File: src/pkg/sdc_pkg.sv
// Constants and types shared by the SYSREF delay calibration block
// ==========================================================================
// Operation
// - Multiplier code selects x1..x4 and step divider
// - Step is one eighth oscillator period times multiplier
// - Start bit launches calibration, self-clears when done
// - Measured step captured digitally at calibration end
// - Oscillator and three dividers powered down afterwards
// - Delay stages use stored step, not oscillator
// - Stored step persists until power is removed
// - Readable control code; inside 0..32767 exclusive succeeds
// - Oscillator locks within twenty megahertz of nominal
// - Device input clock is the lock reference
// - SYSREF code three or less leads the clock when clock delay code is zero
// - Delays independent of clock and SYSREF frequency
// - At least eight SYSREF delay steps provided
package sdc_pkg;

   // ==========================================================================
   // Widths
   localparam int CODE_W      = 15;              // Oscillator control code
   localparam int MULT_W      = 2;               // Step multiplier field
   localparam int DIV_W       = 8;               // Pre-divider and feedback divider
   localparam int DLY_W       = 3;               // SYSREF delay code per output
   localparam int PS_W        = 12;              // Delay in picoseconds
   localparam int WIN_W       = 16;              // Comparison window counters
   localparam int N_SYSREF    = 8;               // SYSREF outputs with delay stages

   // ==========================================================================
   // Code limits and reset values
   localparam logic [CODE_W-1:0] CODE_MIN   = 15'h0000;
   localparam logic [CODE_W-1:0] CODE_MAX   = 15'h7fff;
   localparam logic [CODE_W-1:0] CODE_MSB   = 15'h4000;   // First trial bit
   localparam logic [PS_W-1:0]   STEP_RST   = 12'h083;    // 131 ps before any calibration
   localparam logic [PS_W-1:0]   UNIT_PS    = 12'h083;    // 131 ps per multiplier unit
   localparam logic [DLY_W-1:0]  LEAD_MAX   = 3'h3;       // Codes up to this lead the clock when clock delay code is zero
   localparam logic [7:0]        CLK_DLY_0  = 8'h00;

   // ==========================================================================
   // Timing
   localparam int CLK_MHZ     = 25;              // ref_clk rate
   localparam int SETTLE_US   = 2;               // Oscillator settling after each trim step
   localparam int SETTLE_CYC  = SETTLE_US * CLK_MHZ;
   localparam int WIN_TICKS   = 64;              // Reference ticks per comparison window

   // ==========================================================================
   // Calibration sequencer states
   typedef enum logic [2:0] {
      SDC_IDLE,
      SDC_SETTLE,
      SDC_MEASURE,
      SDC_DECIDE,
      SDC_STORE
   } sdc_state_t;

endpackage : sdc_pkg

File: src/pkg/sdc_cmp_if.sv
// Interface between the calibration sequencer and the frequency comparator
`timescale 1ns/1ps
`default_nettype none
interface sdc_cmp_if;
   logic start;      // Begin one comparison window
   logic f1_tick;    // Divided reference tick
   logic f2_tick;    // Divided oscillator tick
   logic done;       // Window finished, pulse
   logic osc_fast;   // Oscillator side counted more ticks

   modport ctrl (output start, output f1_tick, output f2_tick,
                 input done, input osc_fast);
   modport cmp  (input start, input f1_tick, input f2_tick,
                 output done, output osc_fast);
endinterface : sdc_cmp_if
`default_nettype wire

File: src/hw/sdc_delay_cal.sv
// SYSREF delay calibration: oscillator trim loop, step storage, delay stages
`timescale 1ns/1ps
`default_nettype none
module sdc_delay_cal #(
   parameter int N_OUT = sdc_pkg::N_SYSREF
) (
   // Clock and power-on reset
   input  wire logic                                   ref_clk,
   input  wire logic                                   nrst,

   // Software control
   input  wire logic                                   calibrate_start_wr,
   input  wire logic [sdc_pkg::MULT_W-1:0]             step_multiplier,
   input  wire logic [sdc_pkg::DIV_W-1:0]              cal_prediv,
   input  wire logic [sdc_pkg::DIV_W-1:0]              cal_feedback_div,

   // Phase delay settings
   input  wire logic [7:0]                             clk_delay_code,
   input  wire logic [N_OUT-1:0][sdc_pkg::DLY_W-1:0]   sysref_delay_code,

   // Internal oscillator front end
   input  wire logic                                   osc_tick,
   output logic                                        osc_enable,
   output logic                                        cal_div_enable,
   output logic [sdc_pkg::CODE_W-1:0]                  osc_tune,

   // Status readback
   output logic                                        calibrate_start,
   output logic                                        cal_busy,
   output logic [sdc_pkg::CODE_W-1:0]                  dac_code,
   output logic                                        cal_ok,
   output logic                                        step_valid,
   output logic [sdc_pkg::PS_W-1:0]                    delay_step_ps,

   // SYSREF delay stages
   output logic [N_OUT-1:0][sdc_pkg::PS_W-1:0]         sysref_delay_ps,
   output logic [N_OUT-1:0]                            sysref_leads
);
   import sdc_pkg::*;

   // ==========================================================================
   // Elaboration checks
   if (N_OUT < 1 || N_OUT > 16) begin : g_chk_n
      $error("sdc_delay_cal: output count out of range");
   end
   if (SETTLE_CYC < 1) begin : g_chk_settle
      $error("sdc_delay_cal: settle time rounds below one cycle");
   end

   localparam logic [7:0] SETTLE_LAST = 8'(SETTLE_CYC - 1);

   // ==========================================================================
   // Declarations
   sdc_state_t        state_q;
   sdc_state_t        state_d;
   logic [7:0]        settle_q;
   logic [CODE_W-1:0] trial_q;
   logic [CODE_W-1:0] bit_q;
   logic              start_q;
   logic              pend_q;
   logic              run_q;
   logic              cmp_start_q;
   logic [1:0]        osc_sync_q;
   logic              osc_prev_q;
   logic              fb_tick;
   sdc_cmp_if         cif ();

   // ==========================================================================
   // Oscillator tick synchroniser
   // The front-end toggles osc_tick asynchronously; two flops before the edge
   // detector keep metastability out of the comparator.
   always_ff @(posedge ref_clk or negedge nrst) begin
      if (!nrst) begin
         osc_sync_q <= 2'b00;
         osc_prev_q <= 1'b0;
      end else begin
         osc_sync_q <= {osc_sync_q[0], osc_tick};
         osc_prev_q <= osc_sync_q[1];
      end
   end

   wire osc_edge = run_q && (osc_sync_q[1] != osc_prev_q);

   // ==========================================================================
   // Calibration dividers
   // Pre-divider on the device input clock gives f1, the lock reference.
   sdc_div #(.W(DIV_W)) u_prediv (
      .ref_clk  (ref_clk),
      .nrst     (nrst),
      .run      (run_q),
      .ratio    (cal_prediv),
      .tick_in  (1'b1),
      .tick_out (cif.f1_tick)
   );

   // Feedback divider on the oscillator path
   sdc_div #(.W(DIV_W)) u_fbdiv (
      .ref_clk  (ref_clk),
      .nrst     (nrst),
      .run      (run_q),
      .ratio    (cal_feedback_div),
      .tick_in  (osc_edge),
      .tick_out (fb_tick)
   );

   // Step divider follows the multiplier code: 00 gives 1, 11 gives 4
   wire [DIV_W-1:0] step_ratio = DIV_W'(step_multiplier) + 1'b1;

   sdc_div #(.W(DIV_W)) u_stepdiv (
      .ref_clk  (ref_clk),
      .nrst     (nrst),
      .run      (run_q),
      .ratio    (step_ratio),
      .tick_in  (fb_tick),
      .tick_out (cif.f2_tick)
   );

   // ==========================================================================
   // Frequency comparator
   assign cif.start = cmp_start_q;

   sdc_freq_cmp u_cmp (
      .ref_clk (ref_clk),
      .nrst    (nrst),
      .cif     (cif)
   );

   // ==========================================================================
   // Sequencer decode
   wire settle_done = (settle_q == SETTLE_LAST);
   wire last_bit    = bit_q[0];
   wire [CODE_W-1:0] trial_keep = cif.osc_fast ? (trial_q & ~bit_q) : trial_q;
   wire [CODE_W-1:0] trial_next = trial_keep | (bit_q >> 1);
   wire code_ok = (trial_keep != CODE_MIN) && (trial_keep != CODE_MAX);

   // Captured step: one eighth of the locked oscillator period per unit,
   // scaled by the multiplier. Lock makes the period nominal, so the unit is
   // the nominal figure.
   wire [PS_W-1:0] step_meas = PS_W'(UNIT_PS * (step_multiplier + 3'h1));

   // Next state
   always_comb begin
      state_d = state_q;
      case (state_q)
         SDC_IDLE:    if (start_q) state_d = SDC_SETTLE;
         SDC_SETTLE:  if (settle_done) state_d = SDC_MEASURE;
         SDC_MEASURE: if (cif.done) state_d = SDC_DECIDE;
         SDC_DECIDE:  state_d = last_bit ? SDC_STORE : SDC_SETTLE;
         SDC_STORE:   state_d = SDC_IDLE;
         default:     state_d = SDC_IDLE;
      endcase
   end

   // ==========================================================================
   // State register and settle timer
   always_ff @(posedge ref_clk or negedge nrst) begin
      if (!nrst) begin
         state_q  <= SDC_IDLE;
         settle_q <= '0;
      end else begin
         state_q  <= state_d;
         settle_q <= (state_q == SDC_SETTLE) ? settle_q + 1'b1 : '0;
      end
   end

   // ==========================================================================
   // Start bit
   // A write during a run is held pending and relaunches after completion;
   // a write in the completion cycle wins over the self-clear.
   wire start_d = calibrate_start_wr || pend_q || (start_q && state_q != SDC_STORE);

   always_ff @(posedge ref_clk or negedge nrst) begin
      if (!nrst) begin
         start_q <= 1'b0;
         pend_q  <= 1'b0;
      end else begin
         start_q <= start_d;
         pend_q  <= (state_q != SDC_STORE) && (pend_q || (calibrate_start_wr && start_q));
      end
   end

   // ==========================================================================
   // Successive approximation of the oscillator control code
   // Each trial bit is kept unless the divided oscillator outran the
   // reference, which converges on f1 = f2 within the tuning range.
   always_ff @(posedge ref_clk or negedge nrst) begin
      if (!nrst) begin
         trial_q <= '0;
         bit_q   <= '0;
      end else if (state_q == SDC_IDLE && start_q) begin
         trial_q <= CODE_MSB;
         bit_q   <= CODE_MSB;
      end else if (state_q == SDC_DECIDE) begin
         trial_q <= last_bit ? trial_keep : trial_next;
         bit_q   <= bit_q >> 1;
      end
   end

   // Comparison window launch, one pulse when settling ends
   always_ff @(posedge ref_clk or negedge nrst) begin
      if (!nrst)
         cmp_start_q <= 1'b0;
      else
         cmp_start_q <= (state_q == SDC_SETTLE) && settle_done;
   end

   // ==========================================================================
   // Power control of oscillator and dividers
   // Everything in the loop runs only during a calibration; afterwards it is
   // off to save power and to keep its tones out of the SYSREF paths.
   always_ff @(posedge ref_clk or negedge nrst) begin
      if (!nrst) begin
         run_q          <= 1'b0;
         osc_enable     <= 1'b0;
         cal_div_enable <= 1'b0;
      end else if (state_q == SDC_IDLE && start_q) begin
         run_q          <= 1'b1;
         osc_enable     <= 1'b1;
         cal_div_enable <= 1'b1;
      end else if (state_q == SDC_STORE) begin
         run_q          <= 1'b0;
         osc_enable     <= 1'b0;
         cal_div_enable <= 1'b0;
      end
   end

   // Oscillator tune word follows the trial code while the loop runs
   always_ff @(posedge ref_clk or negedge nrst) begin
      if (!nrst)
         osc_tune <= '0;
      else if (state_q == SDC_DECIDE || (state_q == SDC_IDLE && start_q))
         osc_tune <= (state_q == SDC_IDLE) ? CODE_MSB :
                     (last_bit ? trial_keep : trial_next);
   end

   // ==========================================================================
   // Status readback
   always_ff @(posedge ref_clk or negedge nrst) begin
      if (!nrst) begin
         calibrate_start <= 1'b0;
         cal_busy        <= 1'b0;
      end else begin
         calibrate_start <= start_d;
         cal_busy        <= (state_d != SDC_IDLE);
      end
   end

   // ==========================================================================
   // Stored delay step
   // Only power-on reset and a completed run touch these; the old step stays
   // in force for the whole of a run, so SYSREF delays never glitch mid-run.
   always_ff @(posedge ref_clk or negedge nrst) begin
      if (!nrst) begin
         dac_code      <= CODE_MIN;
         cal_ok        <= 1'b0;
         step_valid    <= 1'b0;
         delay_step_ps <= STEP_RST;
      end else if (state_q == SDC_DECIDE && last_bit) begin
         dac_code      <= trial_keep;
         cal_ok        <= code_ok;
         step_valid    <= 1'b1;
         delay_step_ps <= step_meas;
      end
   end

   // ==========================================================================
   // SYSREF delay stages
   // Each stage scales its code by the stored step only, so the delay does
   // not move with clock or SYSREF frequency. Codes 0..7 give eight steps.
   wire clk_delay_zero = (clk_delay_code == CLK_DLY_0);

   for (genvar r = 0; r < N_OUT; r++) begin : g_stage
      wire [PS_W-1:0] dly = PS_W'(sysref_delay_code[r] * delay_step_ps);
      wire            lead = clk_delay_zero && (sysref_delay_code[r] <= LEAD_MAX);

      // Registered so every output leaves a flop
      always_ff @(posedge ref_clk or negedge nrst) begin
         if (!nrst) begin
            sysref_delay_ps[r] <= '0;
            sysref_leads[r]    <= 1'b0;
         end else begin
            sysref_delay_ps[r] <= dly;
            sysref_leads[r]    <= lead;
         end
      end
   end

endmodule : sdc_delay_cal
`default_nettype wire

File: src/hw/sdc_div.sv
// Enable-based programmable divider for the calibration chain
`timescale 1ns/1ps
`default_nettype none
module sdc_div #(
   parameter int W = 8
) (
   // Clock and reset
   input  wire logic         ref_clk,
   input  wire logic         nrst,
   // Control
   input  wire logic         run,
   input  wire logic [W-1:0] ratio,
   // Ticks
   input  wire logic         tick_in,
   output logic              tick_out
);
   logic [W-1:0] cnt_q;
   wire  [W-1:0] last = (ratio == '0) ? '0 : ratio - 1'b1;   // Ratio 0 behaves as 1
   wire          wrap = tick_in && (cnt_q >= last);

   if (W < 1) begin : g_chk
      $error("sdc_div: width must be at least one");
   end

   // Counter held clear while powered down
   always_ff @(posedge ref_clk or negedge nrst) begin
      if (!nrst) begin
         cnt_q    <= '0;
         tick_out <= 1'b0;
      end else if (!run) begin
         cnt_q    <= '0;
         tick_out <= 1'b0;
      end else begin
         tick_out <= wrap;
         if (wrap)
            cnt_q <= '0;
         else if (tick_in)
            cnt_q <= cnt_q + 1'b1;
      end
   end
endmodule : sdc_div
`default_nettype wire

File: src/hw/sdc_freq_cmp.sv
// Frequency comparator: counts both divided ticks over a fixed window
`timescale 1ns/1ps
`default_nettype none
module sdc_freq_cmp
   import sdc_pkg::*;
(
   // Clock and reset
   input  wire logic ref_clk,
   input  wire logic nrst,
   // Sequencer side
   sdc_cmp_if.cmp    cif
);
   localparam logic [WIN_W-1:0] WIN_LAST = WIN_W'(WIN_TICKS - 1);

   logic             busy_q;
   logic [WIN_W-1:0] f1_cnt_q;
   logic [WIN_W-1:0] f2_cnt_q;
   wire              f2_sat = &f2_cnt_q;
   wire              win_end = busy_q && cif.f1_tick && (f1_cnt_q == WIN_LAST);

   if (WIN_TICKS < 2 || WIN_TICKS > 32768) begin : g_chk
      $error("sdc_freq_cmp: window length out of range");
   end

   // Window counting; f2 saturates so a runaway oscillator still reads as fast
   always_ff @(posedge ref_clk or negedge nrst) begin
      if (!nrst) begin
         busy_q       <= 1'b0;
         f1_cnt_q     <= '0;
         f2_cnt_q     <= '0;
         cif.done     <= 1'b0;
         cif.osc_fast <= 1'b0;
      end else begin
         cif.done <= win_end;
         if (cif.start) begin
            busy_q   <= 1'b1;
            f1_cnt_q <= '0;
            f2_cnt_q <= '0;
         end else if (busy_q) begin
            if (cif.f1_tick)
               f1_cnt_q <= f1_cnt_q + 1'b1;
            if (cif.f2_tick && !f2_sat)
               f2_cnt_q <= f2_cnt_q + 1'b1;
            if (win_end) begin
               busy_q       <= 1'b0;
               cif.osc_fast <= (f2_cnt_q + WIN_W'(cif.f2_tick)) > WIN_LAST + 1'b1;
            end
         end
      end
   end
endmodule : sdc_freq_cmp
`default_nettype wire

File: config.mk
export PLATFORM = sky130hd
export DESIGN_NAME = sdc_delay_cal
export DESIGN_NICKNAME = d
export VERILOG_FILES = /design/src/pkg/sdc_pkg.sv /design/src/pkg/sdc_cmp_if.sv /design/src/hw/sdc_delay_cal.sv /design/src/hw/sdc_div.sv /design/src/hw/sdc_freq_cmp.sv
export SDC_FILE = /design/constraint.sdc
export NUM_CORES = 1
export LEC_CHECK = 0
export BUFFER_PORTS_ARGS = -buffer_cell sky130_fd_sc_hd__buf_2
export CORE_UTILIZATION = 58
export DETAILED_ROUTE_END_ITERATION = 16
export HOLD_SLACK_MARGIN = 0.12
export PLACE_DENSITY = 0.85
export SYNTH_ARGS = -nofsm -noshare
export SYNTH_HDL_FRONTEND = slang
export SYNTH_SLANG_ARGS = --single-unit
File: constraint.sdc
create_clock -name ref_clk -period 4.2 [get_ports ref_clk]
set_input_delay 0.42 -clock ref_clk [delete_from_list [all_inputs] [get_ports ref_clk]]
set_output_delay 0.42 -clock ref_clk [all_outputs]
set_load 0.05 [all_outputs]
**Yosys cells after proc, flatten, opt, wreduce, memory -nomap -nowiden**

Index checks and enable logic that the tools add are counted.

- Register bits after elaboration: 259
- Bits of input ports: 54
- Output and inout port bits: 152
- Word-level logic and storage cells: 171

- $add $sub $neg: 12
- Multipliers: 9
- Order comparisons: 12
- Equal/unequal tests: 11
- Muxes and demuxes: 38
- Bitwise operators: 4
- Reduce and logical (&&, ||, !) cells: 42

Operator list:

| operator | count |
|---|---|
| two-way mux 15 bit | 7 |
| multiplier 3 x 12 -> 12 bit | 8 |
| two-way mux 16 bit | 6 |
| two-way mux 8 bit | 12 |
| adder 16 x 1 -> 16 bit (second input constant) | 2 |
| adder 8 x 1 -> 8 bit (second input constant) | 4 |
| logical NOT 8 bit | 4 |
| greater-or-equal comparator 8 bit | 3 |
| <= comparator 3 x 2 -> 1 bit (second input constant) | 8 |
| logical AND 1 bit | 21 |
| adder 16 x 1 -> 16 bit | 1 |
| equality test 16 x 6 -> 1 bit (second input constant) | 1 |
| greater-than comparator 16 x 7 -> 1 bit (second input constant) | 1 |
| AND reduction 16 bit | 1 |
| subtractor 8 x 1 -> 8 bit (second input constant) | 2 |
| AND 15 bit | 1 |
| inequality test 15 bit (second input constant) | 1 |
| NOT 15 bit | 1 |
| OR 15 x 14 -> 15 bit | 1 |
| nonzero test 15 bit | 1 |
| two-way mux 3 bit | 4 |
| case mux 3 bit (4 select lines) | 1 |
| multiplier 8 x 3 -> 11 bit (first input constant) | 1 |
| nonzero test 2 bit | 5 |
| other kinds (17) | 31 |

**Logic depth before layout (Yosys ltp)**

- Depth after elaboration: 7
- Gate-level depth with buffers: 14
- Depth with buffers taken out: 13

**Modules after synthesis**

Synthesis repeated with hierarchy kept, for this count alone.

- Cells, all modules: 1685
- Area, all modules: 15895.2 µm²

By module, submodules not included:

| module | times used | cells each | area an instance (µm²) | seq. area each (µm²) |
|---|---|---|---|---|
| sdc_delay_cal | 1 | 1174 | 11315.9 | 4807.1 |
| sdc_div | 3 | 93 | 807.0 | 225.2 |
| sdc_freq_cmp | 1 | 232 | 2158.3 | 875.8 |

**Least setup slack after synthesis**

No wires, ideal clock.

- Path kind: register -> register
- Start: register delay_step_ps[7] in the netlist's numbering
- End: register sysref_delay_ps[34] in the netlist's numbering
- Library setup time: 0.080 ns
- Data arrival time: 3.493 ns
- Required time: 4.120 ns
- Path slack: 0.627 ns
- Stages on the path, launching flop included: 14
- Period minus slack after synthesis: 3.573 ns
- Cell sequence: dfstp_2 clkbuf_1 clkbuf_1 nand2_1 fa_1 inv_1 ha_1 fa_1 a21o_1 a21oi_1 nor2_1 o21a_1 a31oi_1 xnor2_1

- Cells in the longest elaborated chain, start to end: 1

Ends and longest elaborated chain:

| element | line | text |
|---|---|---|
| start: declaration | sdc_delay_cal.sv:33 | `output logic [sdc_pkg::PS_W-1:0] delay_step_ps,` |
| start signal: assignment | sdc_delay_cal.sv:262 | `delay_step_ps <= step_meas;` |
| multiplier 3 x 12 -> 12 bit | sdc_delay_cal.sv:273 | `wire [PS_W-1:0] dly = PS_W'(sysref_delay_code[r] * delay_step_ps);` |
| via g_stage[2].dly[10] | sdc_delay_cal.sv:273 |  |
| end signal: indexed assignment | sdc_delay_cal.sv:282 | `sysref_delay_ps[r] <= dly;` |
| end: declaration | sdc_delay_cal.sv:36 | `output logic [N_OUT-1:0][sdc_pkg::PS_W-1:0] sysref_delay_ps,` |

The timed path passes the listed nets, and every way through them passes these cells.
A chain may end at the register's enable or synchronous reset.

**Worst setup path after layout**

Same ends and word-level chain as after synthesis.

==> flow_results.org <==
** Synthesis
- The netlist uses 69 different library cells.
- In the synthesized netlist the dominant register cell turns out to be sky130_fd_sc_hd__dfrtp_1.
- Synth Warn # :: 0
- Average cell area after synthesis :: roughly 9.4 sq um
- For this run, asynchronously set or reset flops after synthesis account for 100%.
- Post-synthesis instance total :: 1569
- Number of enable-type register cells in the synthesized netlist :: 0
- Seq/Total Area, Yosys :: between 40% and 50%
- Area of the mapped netlist :: 14800 sq um
- In this run, synthesis produced a sequential element count of approximately 250.

** GRT
- Vias in the first global route :: about 12000
- Largest net degree at the start of global routing :: about 120
- The initial antenna violation count was 0.
- GR Util All Layers :: 25.5%
- Global route total overflow :: 0
- Wire length of the first global-routing pass :: about 54 mm

** STA
- Achievable frequency :: about 290 MHz
- Setup repair after global routing left no endpoint under its margin.
- Clock Skews :: 0.0218 ns
- Summed over all failing endpoints, the final setup total negative slack is 0 ns.
- Setup violations remaining at the end of the flow were counted as 0.
- Pins over their slew limit :: 0
- For the pin with the worst max-slew slack, the measured transition is just under 1 ns.
- Final min period :: about 3.5 ns
- The final hold violation count is 0.
- In this run the tightest slew margin relative to its limit is between 30% and 40%.
- Of the available clock period, the critical path in the final layout requires approximately 83%.

** Detailed routing
- Wire length per cell :: about 16 um
- For this block, wires on met1 add up to approximately 14 mm.
- Top layer in use :: met4
- Overall via count from detail_route :: between 10000 and 15000
- For this run, design rule violations remaining after detail routing come to 0.
- In this run the remaining antenna-violating nets after routing total 0.
- Detailed routing placed a total of about 16 mm of wire on met2.
- In this run, the number of DRC markers left after iteration 0 of detailed routing was ~980.
- Routed wl met3 :: 1.87 mm
- DRT Wirelength :: ~33 mm
- Using the TritonRoute via totals, the vias-per-cell ratio works out to ~5.5.
- For this run, the detailed router's first-pass iteration total came to 5.

** Cells and area
- The library cell used most frequently in the layout, excluding fill and tap cells, is sky130_fd_sc_hd__nand2_1.
- After routing the design area is between 15000 and 20000 sq um.
- 0 antenna diodes ended up in the layout.
- The library cells used most frequently in the layout, excluding fill and tap cells, are sky130_fd_sc_hd__nand2_1 (283), sky130_fd_sc_hd__dfrtp_1 (252), sky130_fd_sc_hd__buf_2 (200).
- Share of layout cells above drive strength 1 :: 15.5%
- Relative to the synthesized area, the layout overhead comes to 15.5%.
- Post-layout net count :: around 2000

** Pwr
- Summed over all cells, the static leakage comes to 8.77 nW.
- Across the VDD grid, the largest voltage drop is 0.371 mV.
- Pwr/cell area :: 402 nW/um^2

** Floorplanning
- The die covers approximately 26000 sq um.
- For this design the top-level I/O count stands at a little over 200.
- The core region is between 20000 and 30000 sq um.
- The die is about 160 um tall.
- Initial Utilization :: about three fifths
- Row generation in the floorplan step produced 58 rows.
- Measured along the x axis, the die boundary spans 162 um.

** Critical path
- STA classifies the critical path startpoint as a flop.
- CP Max Fanout :: 22
- STA puts the critical path data required time at approximately 4.6 ns.
- Crit path kind :: flop to flop
- Critical path arrival :: 3.92 ns
- Critical Path End Type :: flop

** Place
- Port buffering added roughly 200 buffers.
- Detailed Place HPWL :: approximately 23 mm
- Placement Cell Area :: roughly 16000 sq um
- Gp weighted congestion :: 0.887

** Clocking
- The number of gates resized after CTS was 0.
- Clock transition time at the flip-flop clock pins of the worst setup and hold paths :: 0.06 ns
- CTS Buf Count :: 27
- Clock latency on the worst-skew pair, taken at its later pin, is approximately 0.54 ns.
- Root cell of the clock tree :: sky130_fd_sc_hd__clkbuf_16
- Maximum buffer depth of the clock tree :: 3
- Post-CTS timing repair inserted 0 buffers for setup.
- TritonCTS built the clock tree.
- After clock tree synthesis, the flow added hold-fix buffers numbering 4.
- Clock tree synthesis found a total of ~250 sinks.
- Number of H-tree levels :: 1

** Flow run
- Max-capacitance violation count :: 0

** Worst hold path
- The path class of the tightest hold or removal check is input pin to flop.

** Outcome
- The run finished with clean final reports.
-- per-stage QoR --
stage / power [mW] / hold slack, ns / util, % / worst slack (ns) / cells
6_report: 6.86 / 0.168 / 68.1 / 0.722 / 2114
5_1_grt: 7.19 / 0.148 / 68.1 / 0.585 / 2114
4_1_cts: 6.93 / 0.140 / 68.1 / 0.746 / 2114
3_5_place_dp: 4.44 / 0.346 / 64.3 / 0.609 / 2061
3_3_place_gp: 4.39 / 0.338 / 64.3 / 0.740 / 2061
2_1_floorplan: 4.00 / 0.124 / - / 0.627 / 1572
-- final cells by class --
class	count	area [sq um]
timing repair buffer	217	1170
clock inverter	14	193
inverter	126	473
fill	1854	7990
multi-input combinational	1138	7710
sequential	254	6360
tap	330	413
clock buffer	35	726
-- synth_stat cells, drive strengths merged, types with 2 or more instances --
cell type    n  area, sq um
o21ai       83          415
xnor2       67          587
nor3b        3         22.5
a31o         3         26.3
and3        15         93.8
ha         122         1530
mux2i        6         60.1
dfstp        2         52.6
or3         13         87.6
o311ai       2         17.5
and4         3         27.5
o21a         8         60.1
a211o        2         17.5
mux2         4         45.0
and2        75          469
o31ai        7         52.6
clkbuf      42          158
a31oi        9         56.3
nor3        13         65.1
xor2        52          455
or4          2         15.0
dfrtp      252         6310
a21oi       75          379
buf         12         85.1
a21o        21          158
nand2      283         1060
nand2b      12         75.1
fa          40          801
inv        126          473
or2          2         12.5
o211ai       2         15.0
nor4         9         62.6
nor2b       16          100
a211oi       7         52.6
nor2       110          415
nand4       17          106
nand3b       2         15.0
o2bb2ai      2         17.5
nand3       30          155
a311oi       2         23.8
a21boi       2         15.0
-- critical path, cell delays in order (launching register included) --
cell and delay [ns]:
sky130_fd_sc_hd__dfstp_2 0.84, sky130_fd_sc_hd__nand2_1 0.22, sky130_fd_sc_hd__fa_1 0.57, sky130_fd_sc_hd__inv_1 0.05
sky130_fd_sc_hd__ha_1 0.21, sky130_fd_sc_hd__fa_1 0.41, sky130_fd_sc_hd__a21o_1 0.21, sky130_fd_sc_hd__a21oi_1 0.24
sky130_fd_sc_hd__nor2_1 0.07, sky130_fd_sc_hd__o21a_1 0.20, sky130_fd_sc_hd__a31oi_1 0.23, sky130_fd_sc_hd__xnor2_1 0.15
-- routing by layer --
layer	vias to the layer above	track usage, %
li1	5546	-
met1	5665	32.2
met2	373	45.8
met3	68	2.93
met4	0	7.42
met5	-	0
-- path summary, 6_finish.rpt --
kind / depth (start not counted) / slack, ns / start / end
worst min-delay path: 2 / 0.17 / sysref_delay_code[11] / sysref_leads[3]$_DFF_PN0_
max in group asynchronous: 3 / 2.65 / nrst / delay_step_ps[7]$_DFFE_PN1P_
worst max-delay path: 11 / 0.72 / delay_step_ps[7]$_DFFE_PN1P_ / sysref_delay_ps[34]$_DFF_PN0_
min in group asynchronous: 2 / 0.57 / nrst / sysref_delay_ps[45]$_DFF_PN0_
worst min register to register: 0 / 0.36 / osc_sync_q[0]$_DFF_PN0_ / osc_sync_q[1]$_DFF_PN0_
worst max register to register: 11 / 0.72 / delay_step_ps[7]$_DFFE_PN1P_ / sysref_delay_ps[34]$_DFF_PN0_
-- where the power goes --
group	switching [mW]	total, mW	internal [mW]
sequential	0.166	2.85	2.68
combinational	1.09	1.56	0.465
clock	0.979	2.45	1.47
-- cell families (layout without fill, tap and decap cells) --
group           Yosys count  after routing  synth area share (%)
other cells               1              4                0.0254
flops                   254            254                  43.1
compound gates          237            237                  9.58
xor+xnor                119            119                  7.06
simple gates            606            606                  18.9
mux                      10             10                 0.712
buf+inv                 180            392                  4.85
fa+ha+maj               162            162                  15.8
-- registers in the layout, summed over array words and instances, names as in the netlist, 2 cells and up --
name	cells
bit_q	15
dac_code	15
delay_step_ps	7
osc_sync_q	2
osc_tune	15
settle_q	8
state_q	3
sysref_delay_ps	96
sysref_leads	8
trial_q	15
u_cmp.f1_cnt_q	16
u_cmp.f2_cnt_q	16
u_fbdiv.cnt_q	8
u_prediv.cnt_q	8
u_stepdiv.cnt_q	8
Note: power is estimated with default switching activity, not from simulation.
